**config.mk**
```make
export PLATFORM = sky130hd
export DESIGN_NAME = main_clock_select
export DESIGN_NICKNAME = d
export VERILOG_FILES = /design/src/rtl/main_clock_select.v
export VERILOG_INCLUDE_DIRS = /design/src /design/src/rtl
export SDC_FILE = /design/constraint.sdc
export NUM_CORES = 1
export LEC_CHECK = 0
export BUFFER_PORTS_ARGS = -buffer_cell sky130_fd_sc_hd__buf_2
export CAP_MARGIN = 0
export CORE_ASPECT_RATIO = 0.7
export CORE_UTILIZATION = 51
export CTS_BUF_LIST = sky130_fd_sc_hd__clkbuf_4 sky130_fd_sc_hd__clkbuf_8
export DETAILED_ROUTE_END_ITERATION = 16
export GPL_ROUTABILITY_DRIVEN = 0
export PLACE_DENSITY = 0.75
export SYNTH_ARGS = -nofsm -noshare
export SYNTH_HDL_FRONTEND = slang
export SYNTH_SLANG_ARGS = --single-unit
```
**constraint.sdc**
```tcl
create_clock -name i_clk -period 2.45 [get_ports i_clk]
set_input_delay 0.49 -clock i_clk [delete_from_list [all_inputs] [get_ports i_clk]]
set_output_delay 0.49 -clock i_clk [all_outputs]
set_load 0.01 [all_outputs]
```
**src/rtl/clk_sel_consts.vh**
```
`ifndef CLK_SEL_CONSTS_VH
`define CLK_SEL_CONSTS_VH
`define ADDR_W            16
`define OFS_STAB_STATUS   16'hFFA3
`define OFS_STAB_SELECT   16'hFFA4
`define OFS_MAIN_MODE     16'hFFA5
`define OFS_OSC_STOP      16'hFFA2
`define OFS_TRIM          16'hFF30
`define RST_MAIN_MODE     8'h00
`define RST_CPU_SEL       1'h0
`define RST_PERIPH_SEL    1'h0
`define RST_STAB_SELECT   3'h5
`define RST_TRIM          5'h10
`define RST_OSC_STOP      1'h0
`define BIT_CPU_SEL       0
`define BIT_CPU_STATUS    1
`define BIT_PERIPH_SEL    2
`define BIT_X1_STOP       7
`define CNT_2P11          17'h00800
`define CNT_2P13          17'h02000
`define CNT_2P14          17'h04000
`define CNT_2P15          17'h08000
`define CNT_2P16          17'h10000
`define CNT_W             17
`endif

```
**src/rtl/main_clock_select.v**
```verilog
// Function
// RULE_01: main mode register resets to zero
// RULE_02: periph select picks periph and cpu source
// RULE_03: status bit shows actual cpu source
// RULE_04: status bit read-only, writes ignored
// RULE_05: periph select bit changes only once
// RULE_06: watchdog always on low-speed oscillator
// RULE_07: status cleared on reset, stop, x1 stop
// RULE_08: status bits set in thermometer order
// RULE_09: status register read-only, byte readable
// RULE_10: counting stops at selected length; code counts to 2^16 until the first stop or x1 stop
// RULE_11: three-bit code selects wait length
// RULE_12: select register resets to 05H
// RULE_13: hold cpu until wait elapsed
// RULE_14: software polls status on internal clock
// RULE_15: software programs select before stop
// RULE_16: no select writes during wait
// RULE_17: select length covers polled time
// RULE_18: count begins only once x1 oscillates
// RULE_19: select register byte writes only
// RULE_20: mode register bit and byte writes
// RULE_21: trim resets to 10H, byte writes
// RULE_22: x1 stop bit stops oscillator
// RULE_23: trim code monotonic to frequency
// RULE_24: counter restarts when status cleared
`timescale 1ns/100ps
`default_nettype none
`include "clk_sel_consts.vh"
module main_clock_select #(
    parameter CNT_W = `CNT_W
) (
    input  wire                 i_clk,
    input  wire                 i_rst,
    input  wire [`ADDR_W-1:0]   i_addr,
    input  wire [7:0]           i_wdata,
    input  wire                 i_wr,
    input  wire                 i_rd,
    input  wire                 i_stop_exec,
    input  wire                 i_stop_release,
    input  wire                 i_x1_osc_running,
    output reg  [7:0]           o_rdata,
    output reg                  o_periph_clock_source_sel,
    output reg                  o_cpu_clock_source_status,
    output reg                  o_x1_osc_stop,
    output reg  [4:0]           o_internal_osc_trim,
    output reg                  o_cpu_hold,
    output wire                 o_wdt_clk_sel_ls
);

    localparam ST_IDLE = 2'b01;
    localparam ST_WAIT = 2'b10;

    function [CNT_W-1:0] code_len;
        input [2:0] code;
        begin
            case (code) // RULE_11
                3'h1:    code_len = `CNT_2P11;
                3'h2:    code_len = `CNT_2P13;
                3'h3:    code_len = `CNT_2P14;
                3'h4:    code_len = `CNT_2P15;
                default: code_len = `CNT_2P16;
            endcase
        end
    endfunction

    reg                 cpu_sel_r;
    reg                 periph_locked_r;
    reg  [2:0]          stab_code_r;
    reg  [CNT_W-1:0]    cnt_r;
    reg  [4:0]          stab_flags_r;
    reg  [1:0]          state_r;
    reg  [1:0]          state_nxt;
    reg                 run_sync1_r;
    reg                 run_sync2_r;
    reg                 limit_r;
    wire [CNT_W-1:0]    sel_len;
    wire                clr_status;
    wire                wr_mode;
    wire [7:0]          mode_rd;

    assign sel_len    = code_len(stab_code_r);
    assign clr_status = i_stop_exec | o_x1_osc_stop; // RULE_07
    assign wr_mode    = i_wr && (i_addr == `OFS_MAIN_MODE);
    assign o_wdt_clk_sel_ls = 1'b1; // RULE_06
    assign mode_rd = {5'h00, periph_locked_r & o_periph_clock_source_sel,
                      o_cpu_clock_source_status, cpu_sel_r};

    // oscillator-running level comes from the analog side
    always @(posedge i_clk or posedge i_rst) begin
        if (i_rst) begin
            run_sync1_r <= 1'b0;
            run_sync2_r <= 1'b0;
        end else begin
            run_sync1_r <= i_x1_osc_running;
            run_sync2_r <= run_sync1_r;
        end
    end

    // mode register; bit 1 is status and not writable
    always @(posedge i_clk or posedge i_rst) begin
        if (i_rst) begin
            cpu_sel_r                 <= `RST_CPU_SEL; // RULE_01
            o_periph_clock_source_sel <= `RST_PERIPH_SEL;
            periph_locked_r           <= 1'b0;
            o_cpu_clock_source_status <= 1'b0;
        end else begin
            if (wr_mode) begin // RULE_20 RULE_04
                cpu_sel_r <= i_wdata[`BIT_CPU_SEL];
                if (!periph_locked_r &&
                    i_wdata[`BIT_PERIPH_SEL] != o_periph_clock_source_sel) begin // RULE_05
                    o_periph_clock_source_sel <= i_wdata[`BIT_PERIPH_SEL];
                    periph_locked_r           <= 1'b1;
                end
            end
            o_cpu_clock_source_status <= o_periph_clock_source_sel & cpu_sel_r; // RULE_02 RULE_03
        end
    end

    // select, stop and trim registers, byte access only
    always @(posedge i_clk or posedge i_rst) begin
        if (i_rst) begin
            stab_code_r         <= `RST_STAB_SELECT; // RULE_12
            o_x1_osc_stop       <= `RST_OSC_STOP;
            o_internal_osc_trim <= `RST_TRIM; // RULE_21
        end else if (i_wr) begin
            if (i_addr == `OFS_STAB_SELECT)
                stab_code_r <= i_wdata[2:0]; // RULE_19
            if (i_addr == `OFS_OSC_STOP)
                o_x1_osc_stop <= i_wdata[`BIT_X1_STOP]; // RULE_22
            if (i_addr == `OFS_TRIM)
                o_internal_osc_trim <= i_wdata[4:0]; // RULE_21 RULE_23
        end
    end

    // stabilization counter
    always @(posedge i_clk or posedge i_rst) begin
        if (i_rst) begin
            cnt_r        <= {CNT_W{1'b0}};
            stab_flags_r <= 5'h00; // RULE_07
            limit_r      <= 1'b0;
        end else if (clr_status) begin
            cnt_r        <= {CNT_W{1'b0}}; // RULE_24
            stab_flags_r <= 5'h00;
            limit_r      <= 1'b1;
        end else begin
            if (run_sync2_r && (limit_r ? (cnt_r < sel_len) : (cnt_r < `CNT_2P16))) // RULE_18 RULE_10
                cnt_r <= cnt_r + 1'b1;
            if (cnt_r >= `CNT_2P11) stab_flags_r[4] <= 1'b1; // RULE_08
            if (cnt_r >= `CNT_2P13) stab_flags_r[3] <= 1'b1;
            if (cnt_r >= `CNT_2P14) stab_flags_r[2] <= 1'b1;
            if (cnt_r >= `CNT_2P15) stab_flags_r[1] <= 1'b1;
            if (cnt_r >= `CNT_2P16) stab_flags_r[0] <= 1'b1;
        end
    end

    // cpu hold after stop release when running on x1
    always @* begin
        state_nxt = state_r;
        case (state_r)
            ST_IDLE: if (i_stop_release && o_cpu_clock_source_status)
                state_nxt = ST_WAIT;
            ST_WAIT: if (cnt_r >= sel_len)
                state_nxt = ST_IDLE; // RULE_13
            default: state_nxt = ST_IDLE;
        endcase
    end

    always @(posedge i_clk or posedge i_rst) begin
        if (i_rst) begin
            state_r    <= ST_IDLE;
            o_cpu_hold <= 1'b0;
        end else begin
            state_r    <= state_nxt;
            o_cpu_hold <= (state_nxt == ST_WAIT); // RULE_13
        end
    end

    always @(posedge i_clk or posedge i_rst) begin
        if (i_rst) begin
            o_rdata <= 8'h00;
        end else if (i_rd) begin
            case (i_addr)
                `OFS_STAB_STATUS: o_rdata <= {3'h0, stab_flags_r}; // RULE_09
                `OFS_STAB_SELECT: o_rdata <= {5'h00, stab_code_r};
                `OFS_MAIN_MODE:   o_rdata <= mode_rd;
                `OFS_OSC_STOP:    o_rdata <= {o_x1_osc_stop, 7'h00};
                `OFS_TRIM:        o_rdata <= {3'h0, o_internal_osc_trim};
                default:          o_rdata <= 8'h00;
            endcase
        end else begin
            o_rdata <= 8'h00;
        end
    end

endmodule // main_clock_select
`default_nettype wire

```
==> results of run 1 <==
[worst max-delay path by stage]
stage	end	slack (ns)	depth (start not counted)
finish	cnt_r[14]	-0.31	10
floorplan	cnt_r[6]	0.007	8
detailed placement	cnt_r[13]	-0.19	8
global placement	cnt_r[13]	-0.05	8
CTS	cnt_r[13]	-0.07	9
global route	cnt_r[14]	-0.36	10
[cells by family (layout without fill, tap and decap cells)]
kind of cell	count (synthesis)	in the layout
AOI/OAI and AO/OA	56	56
muxes	11	11
adders and majority gates	9	9
and+or+nand+nor	103	103
buffers and inverters	20	92
other	2	3
DFF	47	47
xor gates and xnor gates	4	4
[what timing repair did]
action | 4_1_cts | 5_1_grt
resized for setup | 14 | 15
pin swaps | 15 | 9
hold buffers | 0 | 0
setup buffers | 7 | 4
gates cloned | 2 | 0
endpoints found under the setup margin | 12 | 19
[per-stage QoR]
stage	setup WS, ns	hold slack [ns]
global placement	-0.0496	0.333
detailed placement	-0.192	0.349
finish	-0.306	0.279
floorplan	0.00654	0.331
CTS	-0.0680	0.282
global route	-0.360	0.276
[registers in the layout (all words and copies together) (netlist names)]
| name | count |
|---|---|
| o_x1_osc_stop | 1 |
| state_r | 2 |
| run_sync2_r | 1 |
| o_cpu_hold | 1 |
| cpu_sel_r | 1 |
| o_periph_clock_source_sel | 1 |
| o_rdata | 6 |
| stab_flags_r | 5 |
| o_cpu_clock_source_status | 1 |
| run_sync1_r | 1 |
| cnt_r | 17 |
| limit_r | 1 |
| periph_locked_r | 1 |
| stab_code_r | 3 |
| o_internal_osc_trim | 5 |
[metal layers]
layer	share of wire, %	up-vias	wire, um
met2	47	115	3310
met4	2.5	0	177
met5	0	-	0
li1	-	1069	-
met3	7.8	25	551
met1	43	1147	3060
[power by group]
| part | switching [mW] | internal [mW] |
|---|---|---|
| Combinational | 0.0932 | 0.0716 |
| Sequential | 0.0183 | 0.796 |
| Clock | 0.284 | 0.407 |
| Total | 0.395 | 1.27 |
[worst register-to-register path, delay by kind of cell (launching register included)]
kind,cells,cell delay (ns)
flops,1,0.41
buf+inv,3,0.45
fa+ha+maj,1,0.27
compound gates,3,0.53
simple gates,3,1.00
[cell usage in the layout (no fill, tap or decap), types with 8 or more instances in the layout]
| cell type | n |
|---|---|
| a21oi_1 | 18 |
| buf_2 | 44 |
| buf_4 | 26 |
| dfrtp_1 | 43 |
| inv_1 | 10 |
| mux2_2 | 11 |
| nand2_1 | 15 |
| nand3_1 | 10 |
| nor2_1 | 19 |
| o21ai_0 | 10 |
| or3_1 | 8 |
[cell type report]
type                            count  area [um2]  area share [%]
Multi-Input combinational cell    186        1380            42.2
Sequential cell                    47        1180            36.1
Timing Repair Buffer               73         449            13.7
Tap cell                           66        82.6            2.52
Clock buffer                        5        68.8            2.10
Clock inverter                      3        67.6            2.07
Inverter                           11        41.3            1.26
[Yosys cell counts, types with 3 or more instances]
master    number
and3_1         4
nand2_1       15
o21ai_0       11
and2_1         4
xnor2_1        4
nor4b_1        3
buf_4          3
nor4_1         4
inv_1         11
a21oi_1       22
ha_1           9
or3_1          8
dfrtp_1       43
nor3_1         3
or4_1          6
nand3_1       10
or3_2          3
dfstp_2        4
a32oi_1        4
nor2b_1        5
o31ai_1        4
nor2_1        20
mux2_2        11
a31oi_1        3
clkbuf_1       5
==> results by group, run 1 <==
Status
  – Outcome: finished with violations
  – Failing checks: negative setup slack

Floorplan
  – Core area: approximately 4500 um2
  – DIE AREA: roughly 5200 um2
  – Initial core utilization: a little under three fifths
  – Chip width: around 86 um
  – Site Rows: 20
  – I/O pin count: 49
  – Die H: approximately 60 um

Clock network
  – Clock Tree Root: clkbuf_8
  – Clock Sinks: between 40 and 50
  – CTS Buffer Depth: 2
  – TritonCTS clock tree: built
  – Total CTS buffers: 5
  – Clock transition at path regs: 0.10 ns
  – H-Tree Level Count: 2
  – Clock Latency Late Sink: between 0.3 and 0.4 ns

Hold path
  – Worst Min Path Start: i_x1_osc_running
  – Hold path endpoint: run_sync1_r
  – HP Class: in -> reg
  – Hold path cells: 1

Critical path
  – Critical Path End Type: flop
  – Reg2reg end: cnt_r[14]
  – CP Class: reg -> reg
  – R2R setup slack: -0.31 ns
  – Startpoint Class: flop
  – Slowest CP cell: or4_1
  – Arr. time, crit path: between 2 and 3 ns
  – FF-to-FF path depth: 10
  – WP buf/inv: 3
  – Worst r2r src: stab_code_r[1]
  – CP startpoint: stab_code_r[1]
  – Worst path cell trace: buf_4 > buf_4 > nor3b_1 > ha_1 > nand2b_1 > a21oi_4 > a31oi_4 > buf_6 > or4_1 > a21oi_2
  – Crit path max fanout: 5
  – Crit-path most repeated cell: buf_4
  – Crit-path max cell delay: roughly 0.54 ns
  – CP required: roughly 2.7 ns
  – Crit path max-delay family: simple AND/OR/NAND/NOR gates

Route
  – DRT antenna net count: 0
  – Vias per Instance: 6.03
  – DR iter-0 viols: 356
  – WL per Instance: about 18 um
  – TritonRoute pass-1 iters: 9
  – Final WL: about 7100 um
  – DRC violations left: 0
  – Vias: approximately 2,400

Timing
  – Setup Skew: approximately 0.011 ns
  – Final setup fails: 19
  – RSZ-0062 raised after global routing: true
  – Tcrit/Tclk final: 112%
  – Setup TNS: -3.27 ns
  – Worst slew margin: 52.3%
  – Fin. max-slew vios: 0
  – Setup ws final: -0.306 ns
  – Final hold viol count: 0
  – Pin slew with the least headroom to its limit: about 0.71 ns
  – Minimum clock period after layout: between 2 and 3 ns
  – FMAX: approximately 360 MHz

Logic synthesis
  – Avg Cell Area, Syn: approximately 9.9 um2
  – Ys Warns: 0
  – Synth Area in Compound Gates: between 10 and 15%
  – Main synth FF type: dfrtp_1
  – Mux cell area share after synthesis: approximately 5.0%
  – Sequential area share after synthesis: roughly 47%
  – Synth Instances: 252
  – Synth top area share: approximately 43%
  – Xor and xnor area share after synthesis: 1.40%
  – FF+latch count, synth: 47
  – Largest family of logic cells by synthesized area: simple AND/OR/NAND/NOR gates
  – Simple-Gate Fraction of Synth Area: a little under a quarter
  – Post-Syn Area: 2500 um2
  – Number of flops mapped to enable cells by yosys: 0
  – Distinct cell type count after synthesis: 48
  – Area contributors post-synth: dfrtp_1, mux2_2, ha_1
  – Largest area contributor in the netlist: dfrtp_1
  – Post-Synth Adder-Cell Area: under 10%
  – Async SR Flop Fraction: between 90% and 100%

Power and ir drop
  – PD cells: a little over 500 nW/um2
  – Design Power: 1.67 mW
  – LEAKAGE: around 1.5 nW
  – Worst VDD drop: ~0.35 mV

GRT
  – Grt ovf: 0
  – Gr usage total: 25.7%
  – Largest net degree at the start of global routing: 36
  – GR Layer Usage met2: 38.9%
  – First-pass GRT wire length: between 9000 and 10,000 um
  – Antenna violations before repair: 0
  – Vias in the first global route: between 2,000 and 2,500
  – Global Route met1 Usage: 38.0%
  – Top Usage Layer GRT: met2
  – Met3 GRT Util: a little under 6%

Cells and area
  – Fillcell total: about 300
  – Nets@finish: between 300 and 400
  – Layout area overhead: 30.9%
  – ANT cells: 0
  – Final Instance Area: around 3300 um2
  – Layout Cells excl Fill: 391
  – Final core utilization: between 70% and 80%
  – Share of cells above drive strength 1: between 30% and 40%

Placement
  – IO buf count: 43
  – Inst Count DP: 370
  – Post-DP HPWL: between 4000 and 5000 um
  – Area after DPL: around 2900 um2

Run
  – Max capacitance violation total: 0
(Power assumes the default switching activity.)
==> run 2, diff against run 1 <==
Settings changed: CTS_CLUSTER_DIAMETER set to 200, SKIP_LAST_GASP set to 1.
==> results by group, run 2 (synthesis gave the netlist of run 1 again) <==
Timing
  – Tcrit/Tclk final: 110% (-2.7 points)
  – Final hold viol count: 0 (unchanged)
  – Fin. max-slew vios: 0 (unchanged)
  – Minimum clock period after layout: 2.69 ns (-0.0660 ns)
  – Pin slew with the least headroom to its limit: 0.712 ns (-0.00182 ns)
  – Setup Skew: 0.00957 ns (-0.00109 ns)
  – Final setup fails: 19 (unchanged)
  – RSZ-0062 raised after global routing: true
  – FMAX: 372 MHz (+2.5%)
  – Setup ws final: -0.240 ns (+0.0660 ns)
  – Worst slew margin: 52.5% (+0.12 points)

Critical path
  – Crit-path most repeated cell: buf_4
  – WP buf/inv: 3 (unchanged)
  – Worst path cell trace: buf_4 > buf_4 > nor3b_1 > ha_1 > nand2b_1 > a21oi_4 > a31oi_4 > buf_6 > or4_4 > a21oi_2
  – Crit-path max cell delay: 0.52 ns (-0.02 ns)
  – Arr. time, crit path: 2.93 ns (-0.06 ns)
  – Slowest CP cell: or4_4
  – CP Class: reg -> reg
  – Critical Path End Type: flop
  – CP required: 2.69 ns (about the same)
  – Startpoint Class: flop
  – Crit path max fanout: 6 (+1)
  – Crit path max-delay family: simple AND/OR/NAND/NOR gates

Route
  – WL per Instance: 18.0 um (-0.73%)
  – DRC violations left: 0 (unchanged)
  – DRT antenna net count: 0 (unchanged)
  – Final WL: 7050 um (-0.73%)
  – Vias: 2,348 (-0.34%)
  – TritonRoute pass-1 iters: 5 (-4)
  – DR iter-0 viols: 249 (-30%)
  – Vias per Instance: 6.01 (-0.34%)

Cells and area
  – Most frequent cells in the layout: buf_2, dfrtp_1, buf_4, nor2_1, a21oi_1
  – Layout area overhead: 30.5%
  – Share of cells above drive strength 1: 36.9% (-0.31 points)
  – Layout Cells excl Fill: 391 (unchanged)
  – Nets@finish: 364 (unchanged)
  – Largest regs: cnt_r: 17 flops, o_rdata: 6 flops
  – Largest register FFs: 17 (unchanged)
  – Largest Register: cnt_r
  – ANT cells: 0 (unchanged)
  – Most common cell after layout, fill and taps aside: buf_2

Power and ir drop
  – LEAKAGE: 1.49 nW (-0.24%)
  – PD cells: 511 nW/um2 (+0.16%)
  – Worst VDD drop: 0.350 mV (+0.20%)

Floorplan
  – I/O pin count: 49 (unchanged)
  – Die H: 60.6 um (unchanged)
  – Chip width: 85.7 um (unchanged)
  – Initial core utilization: 55.2% (unchanged)
  – Core area: 4530 um2 (unchanged)
  – Site Rows: 20 (unchanged)
  – DIE AREA: 5190 um2 (unchanged)

Placement
  – IO buf count: 43 (unchanged)
  – Setup WS pre-CTS: -0.192 ns (unchanged)
  – Inst Count DP: 370 (unchanged)
  – Post-DP HPWL: 4340 um (unchanged)

Clock network
  – Clock Latency Late Sink: 0.31 ns (about the same)
  – Clock Tree Root: clkbuf_8
  – Total CTS buffers: 5 (unchanged)
  – Post-CTS Hold Buffers: 0 (unchanged)
  – Clock Sinks: 47 (unchanged)
  – CTS Buffer Depth: 2 (unchanged)
  – Clock transition at path regs: 0.09 ns (about the same)
  – H-Tree Level Count: 2 (unchanged)
  – TritonCTS clock tree: built

GRT
  – First-pass GRT wire length: 9960 um (unchanged)
  – Vias in the first global route: 2,016 (unchanged)
  – Antenna violations before repair: 0 (unchanged)
  – Grt ovf: 0 (unchanged)
  – Largest net degree at the start of global routing: 36 (unchanged)
  – Gr usage total: 25.7% (unchanged)

Status
  – Failing checks: negative setup slack
  – Outcome: finished with violations

Hold path
  – HP Class: in -> reg

Run
  – Max capacitance violation total: 0 (unchanged)
## run 2: repair_timing
action                                  in CTS  in global routing
gates resized for setup                     14                 12
pin swaps                                   15                  8
cloned                                       2                  0
setup buffers                                7                  4
endpoints found under the setup margin      12                 19
## run 2: path summary, 6_finish.rpt
path | startpoint | slack, ns | cells past startpoint | to
min in group asynchronous | i_rst | 0.29 | 2 | o_cpu_hold
setup reg to reg | stab_code_r[1] | -0.24 | 10 | cnt_r[13]
max in group asynchronous | i_rst | 1.50 | 3 | cnt_r[16]
hold reg to reg | run_sync1_r | 0.37 | 0 | run_sync2_r
hold / removal | i_x1_osc_running | 0.28 | 1 | run_sync1_r
setup / recovery | stab_code_r[1] | -0.24 | 10 | cnt_r[13]
## run 2: through the flow
step	setup TNS (ns)	total power, mW	util [%]	hold WS, ns	area [um2]
global route	-4.85	1.73	72.0	0.276	3260
global placement	-0.182	0.977	63.6	0.333	2880
detailed placement	-1.05	0.986	63.6	0.349	2880
CTS	-0.180	1.67	69.7	0.282	3160
floorplan	0	0.930	-	0.331	2510
finish	-3.05	1.67	72.0	0.281	3260
## run 2: routing by layer
layer | track usage [%] | vias up | share of wire [%]
met5 | 0 | - | 0
met4 | 5.95 | 0 | 1.5
met3 | 5.85 | 13 | 7.5
met2 | 38.9 | 123 | 47
met1 | 38.0 | 1141 | 44
li1 | - | 1071 | -
## run 2: area by class of cell
type | instances | area [um2]
clock buffers | 5 | 68.8
fillers | 302 | 1270
well taps | 66 | 82.6
inverters | 11 | 41.3
clock inverters | 3 | 67.6
multi-input cells | 186 | 1380
repair buffers | 73 | 443
flip-flops and latches | 47 | 1180
## run 2: power by group
group	internal, mW	leakage (nW)	switching [mW]
logic	0.0715	0.792	0.0931
clock network	0.407	0.0644	0.282
registers	0.796	0.631	0.0183
total	1.27	1.49	0.393
